[src/hdl/serial_port_pkg.sv]
// constants for the host serial command port
// assumes a 50 MHz pclk and an APB master with 32-bit data
package serial_port_pkg;
  // clock and link timing
  localparam int unsigned CLK_HZ = 50000000;
  localparam int unsigned BAUD_DEFAULT = 115200;
  localparam logic [15:0] BAUD_DIV_RST = 16'(CLK_HZ / BAUD_DEFAULT);
  localparam int unsigned IDLE_GAP_BITS = 16;
  localparam int unsigned BOOT_MS = 500;
  localparam int unsigned BOOT_CYC = CLK_HZ / 1000 * BOOT_MS;
  localparam int unsigned TOUCH_MS = 10;
  localparam int unsigned TOUCH_CYC = CLK_HZ / 1000 * TOUCH_MS;
  // station address limits and default
  localparam logic [7:0] ADDR_RST = 8'h10;
  localparam logic [7:0] ADDR_MIN = 8'h01;
  localparam logic [7:0] ADDR_MAX = 8'hfe;
  // register byte offsets
  localparam logic [7:0] OFS_CTRL = 8'h00;
  localparam logic [7:0] OFS_ADDR = 8'h04;
  localparam logic [7:0] OFS_BAUD = 8'h08;
  localparam logic [7:0] OFS_STAT = 8'h0c;
  localparam logic [7:0] OFS_RXD = 8'h10;
  localparam logic [7:0] OFS_TXD = 8'h14;
  localparam logic [7:0] OFS_NOTIFY = 8'h18;
  // control bits
  localparam int CTRL_MULTIDROP = 0;
  localparam int CTRL_BUSY = 1;
  // status bits
  localparam int STAT_BUSY = 2;
  localparam int STAT_RXV = 3;
  localparam int STAT_OVR = 4;
  localparam int STAT_TXFULL = 5;
  localparam int STAT_TXACT = 6;
  localparam int STAT_SEL = 7;
  // operating modes from the two straps {sw2, sw1}
  localparam logic [1:0] MODE_NORMAL = 2'h0;
  localparam logic [1:0] MODE_TEST = 2'h1;
  localparam logic [1:0] MODE_CAL = 2'h2;
  localparam logic [1:0] MODE_PROGRAM = 2'h3;
  // transmit buffer shape
  localparam int TXF_WIDTH = 8;
  localparam int TXF_DEPTH = 32;
  typedef enum logic [1:0] {RX_IDLE, RX_START, RX_DATA, RX_STOP} rx_state_t;
  typedef enum logic {TX_IDLE, TX_SHIFT} tx_state_t;
endpackage

[src/hdl/host_serial_port.sv]
// host serial command port: 8N1 uart, multidrop addressing, mode straps,
// busy and touch-notification lines, APB register slave, transmit fifo
// assumes pclk at 50 MHz, rxd and straps synchronous to pclk
// How it works
// - link defaults to 115.2 kbaud, 8 data bits, no parity, one stop bit.
// - one port serves point-to-point or multidrop with same rx, tx, enable.
// - station address is software-set, writes outside 1..254 are ignored.
// - station address is 16 until software sets another value.
// - active-high output switches the external bus line driver.
// - straps decode to normal, test, calibration or card programming.
// - test mode forces address 16 and 115.2 kbaud, ignoring stored setup.
// - programming mode raises a request to copy the card into flash.
// - busy is low when ready; host sends commands only while low.
// - busy is held about 500 ms after reset before ready.
// - each processed touch gives an active-low pulse of about 10 ms.

// synchronous fifo with valid/ready on both sides
module sync_fifo #(
  parameter int WIDTH = 8,
  parameter int DEPTH = 32
) (
  input wire logic pclk, // clock
  input wire logic presetn, // async reset, active low
  input wire logic [WIDTH-1:0] in_data, // write data
  input wire logic in_valid, // write request
  output logic in_ready, // not full
  output logic [WIDTH-1:0] out_data, // head word
  output logic out_valid, // not empty
  input wire logic out_ready // pop
);
  localparam int AW = $clog2(DEPTH);
  logic [WIDTH-1:0] mem [DEPTH];
  logic [AW-1:0] wr_q, rd_q;
  logic [AW:0] cnt_q;
  logic push, pop;

  assign in_ready = (cnt_q != (AW+1)'(DEPTH));
  assign out_valid = (cnt_q != '0);
  assign out_data = mem[rd_q];
  assign push = in_valid && in_ready;
  assign pop = out_ready && out_valid;

  // storage array
  always_ff @(posedge pclk) begin
    if (push) begin
      mem[wr_q] <= in_data;
    end
  end

  // pointers and fill count
  always_ff @(posedge pclk or negedge presetn) begin
    if (!presetn) begin
      wr_q <= '0;
      rd_q <= '0;
      cnt_q <= '0;
    end else begin
      if (push) wr_q <= wr_q + 1'b1;
      if (pop) rd_q <= rd_q + 1'b1;
      cnt_q <= cnt_q + (AW+1)'(push) - (AW+1)'(pop);
    end
  end
endmodule

module host_serial_port
  import serial_port_pkg::*;
#(
  parameter int unsigned BOOT_CYCLES = BOOT_CYC,
  parameter int unsigned TOUCH_CYCLES = TOUCH_CYC
) (
  input wire logic pclk, // system clock
  input wire logic presetn, // async reset, active low
  input wire logic psel, // apb select
  input wire logic penable, // apb access phase
  input wire logic pwrite, // apb direction
  input wire logic [7:0] paddr, // apb byte address
  input wire logic [31:0] pwdata, // apb write data
  output logic [31:0] prdata, // apb read data
  output logic pready, // apb ready
  output logic pslverr, // apb error on unmapped address
  input wire logic rxd, // serial receive
  output logic txd, // serial transmit
  output logic line_driver_enable, // bus transmitter enable, high on
  input wire logic mode_sw1, // mode strap 1, high is on
  input wire logic mode_sw2, // mode strap 2, high is on
  output logic [1:0] op_mode, // latched operating mode
  output logic card_copy_req, // program mode: copy card to flash
  output logic busy, // high busy, low ready
  output logic touch_event_pulse_n // active-low touch pulse
);
  logic [1:0] mode_q;
  logic strap_done_q, multidrop_q, sw_busy_q, busy_q, touch_n_q, first_q, sel_q;
  logic [7:0] station_address_q, addr_eff, rx_sh_q, rx_data_q, txf_data;
  logic [15:0] baud_div_q, div_eff, rx_cnt_q, tx_cnt_q;
  logic acc, wr, rd, known, rx_done_q, rx_valid_q, rx_ovr_q;
  logic txd_q, de_q, txf_pop, txf_ready, txf_valid, txf_push;
  logic [31:0] rdata;
  logic [24:0] boot_cnt_q, touch_cnt_q;
  logic [23:0] gap_q;
  logic [2:0] rx_bit_q;
  logic [3:0] tx_bit_q;
  logic [9:0] tx_sh_q;
  rx_state_t rx_st_q;
  tx_state_t tx_st_q;
  // straps caught once after reset release
  always_ff @(posedge pclk or negedge presetn) begin
    if (!presetn) begin
      mode_q <= MODE_NORMAL;
      strap_done_q <= 1'b0;
    end else if (!strap_done_q) begin
      mode_q <= {mode_sw2, mode_sw1};
      strap_done_q <= 1'b1;
    end
  end
  // test mode overrides stored address and rate
  assign addr_eff = (mode_q == MODE_TEST) ? ADDR_RST : station_address_q;
  assign div_eff = (mode_q == MODE_TEST) ? BAUD_DIV_RST : baud_div_q;
  // apb decode: pready is raised one cycle into the access phase
  assign known = (paddr[7:2] <= OFS_NOTIFY[7:2]) && (paddr[1:0] == 2'h0);
  assign acc = psel && penable && pready;
  assign wr = acc && pwrite && known;
  assign rd = acc && !pwrite && known;
  assign txf_push = wr && (paddr == OFS_TXD);
  // read mux
  always_comb begin
    rdata = 32'h0;
    case (paddr)
      OFS_CTRL: rdata = {30'h0, sw_busy_q, multidrop_q};
      OFS_ADDR: rdata = {24'h0, addr_eff};
      OFS_BAUD: rdata = {16'h0, div_eff};
      OFS_STAT: rdata = {24'h0, sel_q, tx_st_q == TX_SHIFT, !txf_ready,
                         rx_ovr_q, rx_valid_q, busy_q, mode_q};
      OFS_RXD: rdata = {24'h0, rx_data_q};
      default: rdata = 32'h0;
    endcase
  end
  // apb answer; a push to a full transmit fifo waits for room
  always_ff @(posedge pclk or negedge presetn) begin
    if (!presetn) begin
      pready <= 1'b0;
      prdata <= 32'h0;
      pslverr <= 1'b0;
    end else if (psel && penable && !pready &&
                 !(pwrite && paddr == OFS_TXD && !txf_ready)) begin
      pready <= 1'b1;
      prdata <= rdata;
      pslverr <= !known;
    end else begin
      pready <= 1'b0;
      pslverr <= 1'b0;
    end
  end
  // control, address and rate registers
  always_ff @(posedge pclk or negedge presetn) begin
    if (!presetn) begin
      multidrop_q <= 1'b0;
      sw_busy_q <= 1'b0;
      station_address_q <= ADDR_RST;
      baud_div_q <= BAUD_DIV_RST;
    end else if (wr) begin
      if (paddr == OFS_CTRL) begin
        multidrop_q <= pwdata[CTRL_MULTIDROP];
        sw_busy_q <= pwdata[CTRL_BUSY];
      end
      if (paddr == OFS_ADDR && pwdata[7:0] >= ADDR_MIN &&
          pwdata[7:0] <= ADDR_MAX) begin
        station_address_q <= pwdata[7:0];
      end
      if (paddr == OFS_BAUD && pwdata[15:0] > 16'h0001) begin
        baud_div_q <= pwdata[15:0];
      end
    end
  end
  // busy: boot hold after reset, then software busy bit
  always_ff @(posedge pclk or negedge presetn) begin
    if (!presetn) begin
      boot_cnt_q <= 25'(BOOT_CYCLES);
      busy_q <= 1'b1;
    end else begin
      if (boot_cnt_q != '0) boot_cnt_q <= boot_cnt_q - 1'b1;
      busy_q <= (boot_cnt_q > 25'h1) || sw_busy_q;
    end
  end
  // touch pulse, retriggered by each notify write
  always_ff @(posedge pclk or negedge presetn) begin
    if (!presetn) begin
      touch_cnt_q <= '0;
      touch_n_q <= 1'b1;
    end else if (wr && paddr == OFS_NOTIFY) begin
      touch_cnt_q <= 25'(TOUCH_CYCLES);
      touch_n_q <= 1'b0;
    end else if (touch_cnt_q > 25'h1) begin
      touch_cnt_q <= touch_cnt_q - 1'b1;
    end else begin
      touch_cnt_q <= '0;
      touch_n_q <= 1'b1;
    end
  end
  // receiver: mid-bit sampling with a half-bit start check
  always_ff @(posedge pclk or negedge presetn) begin
    if (!presetn) begin
      rx_st_q <= RX_IDLE;
      rx_cnt_q <= '0;
      rx_bit_q <= '0;
      rx_sh_q <= '0;
      rx_done_q <= 1'b0;
    end else begin
      rx_done_q <= 1'b0;
      case (rx_st_q)
        RX_IDLE: if (!rxd) begin
          rx_st_q <= RX_START;
          rx_cnt_q <= {1'b0, div_eff[15:1]};
        end
        RX_START: if (rx_cnt_q != '0) rx_cnt_q <= rx_cnt_q - 1'b1;
          else if (!rxd) begin
            rx_st_q <= RX_DATA;
            rx_cnt_q <= div_eff - 1'b1;
            rx_bit_q <= '0;
          end else rx_st_q <= RX_IDLE;
        RX_DATA: if (rx_cnt_q != '0) rx_cnt_q <= rx_cnt_q - 1'b1;
          else begin
            rx_sh_q <= {rxd, rx_sh_q[7:1]};
            rx_cnt_q <= div_eff - 1'b1;
            rx_bit_q <= rx_bit_q + 1'b1;
            if (rx_bit_q == 3'h7) rx_st_q <= RX_STOP;
          end
        RX_STOP: if (rx_cnt_q != '0) rx_cnt_q <= rx_cnt_q - 1'b1;
          else begin
            rx_done_q <= rxd;
            rx_st_q <= RX_IDLE;
          end
        default: rx_st_q <= RX_IDLE;
      endcase
    end
  end
  // multidrop framing: first byte after an idle gap is the address
  always_ff @(posedge pclk or negedge presetn) begin
    if (!presetn) begin
      gap_q <= '0;
      first_q <= 1'b1;
      sel_q <= 1'b0;
    end else begin
      if (rx_st_q != RX_IDLE || !rxd) gap_q <= '0;
      else if (gap_q < 24'(div_eff) * 24'(IDLE_GAP_BITS)) gap_q <= gap_q + 1'b1;
      else first_q <= 1'b1;
      if (rx_done_q && multidrop_q && first_q) begin
        sel_q <= (rx_sh_q == addr_eff);
        first_q <= 1'b0;
      end
    end
  end
  // receive holding register, new byte wins over a pop
  always_ff @(posedge pclk or negedge presetn) begin
    if (!presetn) begin
      rx_data_q <= '0;
      rx_valid_q <= 1'b0;
      rx_ovr_q <= 1'b0;
    end else begin
      if (rx_done_q && (!multidrop_q || (!first_q && sel_q))) begin
        rx_data_q <= rx_sh_q;
        rx_valid_q <= 1'b1;
        if (rx_valid_q && !(rd && paddr == OFS_RXD)) rx_ovr_q <= 1'b1;
      end else if (rd && paddr == OFS_RXD) begin
        rx_valid_q <= 1'b0;
      end
      if (wr && paddr == OFS_STAT && pwdata[STAT_OVR] &&
          !(rx_done_q && rx_valid_q)) rx_ovr_q <= 1'b0;
    end
  end
  // transmit buffer between the register bus and the shifter
  sync_fifo #(.WIDTH(TXF_WIDTH), .DEPTH(TXF_DEPTH)) u_txf (
    .pclk(pclk),
    .presetn(presetn),
    .in_data(pwdata[7:0]),
    .in_valid(txf_push),
    .in_ready(txf_ready),
    .out_data(txf_data),
    .out_valid(txf_valid),
    .out_ready(txf_pop)
  );

  assign txf_pop = (tx_st_q == TX_IDLE) && txf_valid;

  // transmitter: start bit, 8 data bits lsb first, stop bit
  always_ff @(posedge pclk or negedge presetn) begin
    if (!presetn) begin
      tx_st_q <= TX_IDLE;
      tx_cnt_q <= '0;
      tx_bit_q <= '0;
      tx_sh_q <= 10'h3ff;
      txd_q <= 1'b1;
    end else begin
      case (tx_st_q)
        TX_IDLE: if (txf_valid) begin
          tx_sh_q <= {1'b1, txf_data, 1'b0};
          tx_bit_q <= '0;
          tx_cnt_q <= '0;
          tx_st_q <= TX_SHIFT;
        end
        TX_SHIFT: if (tx_cnt_q != '0) tx_cnt_q <= tx_cnt_q - 1'b1;
          else if (tx_bit_q == 4'ha) tx_st_q <= TX_IDLE;
          else begin
            txd_q <= tx_sh_q[0];
            tx_sh_q <= {1'b1, tx_sh_q[9:1]};
            tx_bit_q <= tx_bit_q + 1'b1;
            tx_cnt_q <= div_eff - 1'b1;
          end
        default: tx_st_q <= TX_IDLE;
      endcase
    end
  end

  // line driver on only while a reply is going out in multidrop mode
  always_ff @(posedge pclk or negedge presetn) begin
    if (!presetn) de_q <= 1'b0;
    else de_q <= multidrop_q && (tx_st_q == TX_SHIFT || txf_valid);
  end

  // mode outputs
  always_ff @(posedge pclk or negedge presetn) begin
    if (!presetn) begin
      op_mode <= MODE_NORMAL;
      card_copy_req <= 1'b0;
    end else begin
      op_mode <= mode_q;
      card_copy_req <= strap_done_q && (mode_q == MODE_PROGRAM);
    end
  end

  assign txd = txd_q;
  assign line_driver_enable = de_q;
  assign busy = busy_q;
  assign touch_event_pulse_n = touch_n_q;
endmodule

[config.mk]
export PLATFORM = sky130hd
export DESIGN_NAME = host_serial_port
export DESIGN_NICKNAME = d
export VERILOG_FILES = /design/src/hdl/serial_port_pkg.sv /design/src/hdl/host_serial_port.sv
export SDC_FILE = /design/constraint.sdc
export NUM_CORES = 1
export LEC_CHECK = 0
export ABC_AREA = 1
export BUFFER_PORTS_ARGS = -buffer_cell sky130_fd_sc_hd__buf_2
export CORE_MARGIN = 1
export CORE_UTILIZATION = 62
export CTS_BUF_LIST = sky130_fd_sc_hd__clkbuf_4 sky130_fd_sc_hd__clkbuf_8 sky130_fd_sc_hd__clkbuf_16
export DETAILED_ROUTE_END_ITERATION = 10
export GPL_ROUTABILITY_DRIVEN = 0
export PLACE_DENSITY = 0.8
export SKIP_CTS_REPAIR_TIMING = 1
export SLEW_MARGIN = 5
export SYNTH_ARGS = -nofsm -noshare
export SYNTH_HDL_FRONTEND = slang
export SYNTH_SLANG_ARGS = --single-unit
[constraint.sdc]
create_clock -name pclk -period 2.74 [get_ports pclk]
set_input_delay 0.411 -clock pclk [delete_from_list [all_inputs] [get_ports pclk]]
set_output_delay 0.411 -clock pclk [all_outputs]
set_load 0.02 [all_outputs]
==> impl_metrics.py <==
metrics = {
    "clock_tree": {
        "htreeDepth": 2,
        "tritoncts": "built",
        "cts-buffers-inserted": 48,
        "cts.sinks": 472,
        "cts_buffer_depth": 3,
        "cts_root_buffer": "clkbuf_16",
        "clock_latency_ns": 0.61,
        "clk_pin_slew_ns": 0.06,
    },
    "placement": {
        "dp_slack_ns": 0.139,
        "placed_area_sq_um": 24700,
        "io_buffers": 56,
        "dp_cells": 3216,
        "detailed_place_hpwl_mm": 38.3,
    },
    "logic_synthesis": {
        "synth.distinct_cells": 51,
        "yosysMostFrequentCell": "nand2_1",
        "syn_avg_cell_area_sq_um": 8.83,
        "ys_warn_count": 0,
        "netlist.area_leader.share": 0.327,
        "synth_edf_count": 256,
        "seq_area_frac_synth": 0.559,
        "synthTopCellsByCount": "nand2_1 (661), nor2_1 (390), edfxtp_1 (256)",
        "synth-seq-cells": 472,
        "synth.area.top_cells": "edfxtp_1 (33%), dfrtp_1 (20%), nand2_1 (11%)",
        "ys.flop_type": "edfxtp_1",
        "async_flop_share": 0.458,
        "yosys.area.top_type": "edfxtp_1",
        "netlist_area_sq_um": 23500,
        "synthCells": 2658,
    },
    "timing": {
        "fmax_mhz": 392,
        "finalCritPeriodShare": 0.930,
        "finalSetupViolCount": 0,
        "setup_ws_ns": 0.190,
        "fin_hold_ws_ns": 0.0547,
        "max_slew_margin": 0.448,
        "tightest_slew_ns": 0.825,
        "period_minus_slack_ns": 2.55,
        "hold_viol": 0,
        "drv_slew": 0,
        "skew_ns": 0.0401,
        "grt_setup_unrepaired": "no",
        "totalNegativeSetupSlack_ns": 0,
    },
    "setup_path": {
        "setup.worst_path.start": "u_txf.cnt_q[3]",
        "required_ns": 3.02,
        "worstSetupStartpointType": "register",
        "r2r-start": "u_txf.cnt_q[3]",
        "worst_setup_path_end_kind": "register",
        "crit_type": "reg -> reg",
        "worstPathMaxFanout": 8,
        "critPathArrivalTime_ns": 2.83,
    },
    "detailed_routing": {
        "drt_iter0_markers": 2290,
        "wl_per_cell_um": 17.6,
        "drtPass1Iterations": 6,
        "routed-via-count": 19100,
        "postRouteAntennaNets": 0,
        "via_per_inst": 5.79,
        "wirelength_mm": 58.3,
        "remaining_drc_errors": 0,
    },
    "global_route": {
        "grt_first_pass_wirelength_mm": 94.1,
        "first_global_vias": 18700,
        "grt_max_degree": 96,
        "grt-ovfl-total": 0,
        "globalRouteTotalUtil": 0.309,
        "antenna_found_initial": 0,
    },
    "power_and_ir_drop": {
        "p_leak_nw": 11.6,
        "ir_worst_vdd_mv": 0.558,
        "p_per_area_nw_per_um2": 632,
    },
    "floorplanning": {
        "pin_count": 89,
        "core_sq_um": 37000,
        "die-height_um": 197,
        "initial_core_util": 0.635,
        "die_w_um": 197,
        "rows": 70,
        "die-area_sq_um": 38600,
    },
    "finish": {
        "synthToLayoutAreaGrowth_pct": 12.2,
        "final-instance-count-excl-fill": 3307,
        "regArea_sq_um": 13100,
        "fill_cells": 2665,
        "multi_input_area_sq_um": 9040,
        "num_antenna_cells": 0,
        "nets": 2860,
        "final_cell_area_sq_um": 26300,
        "drive_above_1_share": 0.111,
    },
    "min_path": {
        "hold_class": "in -> reg",
        "min_from": "mode_sw2",
    },
    "status": {
        "status": "finished, final reports clean",
    },
    "flow_run": {
        "maxCapViolCount": 0,
    },
}
[logic make-up (layout without fill, tap and decap cells)]
kind of cell	Yosys count	in the layout	share of synthesized area
buffers and inverters	334	464	0.0582
other	2	17	0.000320
AO/OA/AOI/OAI	329	329	0.0769
XOR/XNOR	80	80	0.0298
flip-flops	472	472	0.559
adder cells (fa/ha/maj)	49	49	0.0264
AND/OR/NAND/NOR	1392	1392	0.249
[placed cells by master (no fill, tap or decap), drive strengths merged, types with 31 or more instances in the layout]
cell type / synthesis / routed
nand2: 668 / 668
nor2: 403 / 403
edfxtp: 256 / 256
inv: 231 / 232
nand3: 224 / 224
o21ai: 214 / 214
dfrtp: 185 / 185
buf: 53 / 136
clkbuf: 44 / 73
a21oi: 64 / 64
xor2: 61 / 61
ha: 48 / 48
nand4: 39 / 39
dfstp: 31 / 31
[sequential cells by signal (all words and copies together) (netlist names), 2 cells and up, named ones only]
name,flops
u_txf.mem,256
boot_cnt_q,25
touch_cnt_q,25
gap_q,24
baud_div_q,16
prdata,16
rx_cnt_q,16
tx_cnt_q,16
tx_sh_q,9
rx_data_q,8
rx_sh_q,8
station_address_q,8
u_txf.cnt_q,6
u_txf.rd_q,5
u_txf.wr_q,5
tx_bit_q,4
rx_bit_q,3
mode_q,2
op_mode,2
[layout make-up]
type | count | area share
clock inverter | 17 | 0.00731
inverter | 237 | 0.0338
sequential | 472 | 0.499
timing repair buffer | 137 | 0.0380
multi-input combinational | 1867 | 0.343
clock buffer | 73 | 0.0553
tap | 504 | 0.0239
[layer usage]
layer / share of wire / track usage
met4: 0.030 / 0.113
met2: 0.47 / 0.499
met3: 0.088 / 0.0472
met1: 0.41 / 0.426
met5: 0 / 0
[through the flow]
step	power, mW	util
final	16.7	0.713
after global routing	17.3	0.713
after CTS	16.7	0.712
after detailed placement	10.1	0.668
after global placement	9.99	0.668
after floorplan	9.47	-
[report_power, final]
group	leakage, nW	switching (mW)	internal, mW	total (mW)
Clock	0.819	2.76	3.89	6.65
Combinational	5.82	1.36	0.649	2.01
Sequential	4.95	0.251	7.75	8.00
Total	11.6	4.36	12.3	16.7
[critical path: stages, from the launching register on]
cell     delay (ns)
dfrtp_1        0.36
inv_1          0.08
ha_1           0.19
nand4_1        0.22
nand3_1        0.17
nor2_4         0.28
buf_4          0.20
nand2_1        0.31
nor2_1         0.20
buf_4          0.21
[worst paths after layout]
path	end	slack (ns)	cells past startpoint
worst max-delay path	u_txf.mem[16][5]	0.19	9
max in group asynchronous	touch_event_pulse_n	1.45	3
worst min register to register	op_mode[1]	0.38	0
worst max register to register	u_txf.mem[16][5]	0.19	9
worst min-delay path	mode_q[1]	0.05	3
min in group asynchronous	u_txf.rd_q[3]	0.33	2
(Power assumes the default switching activity.)
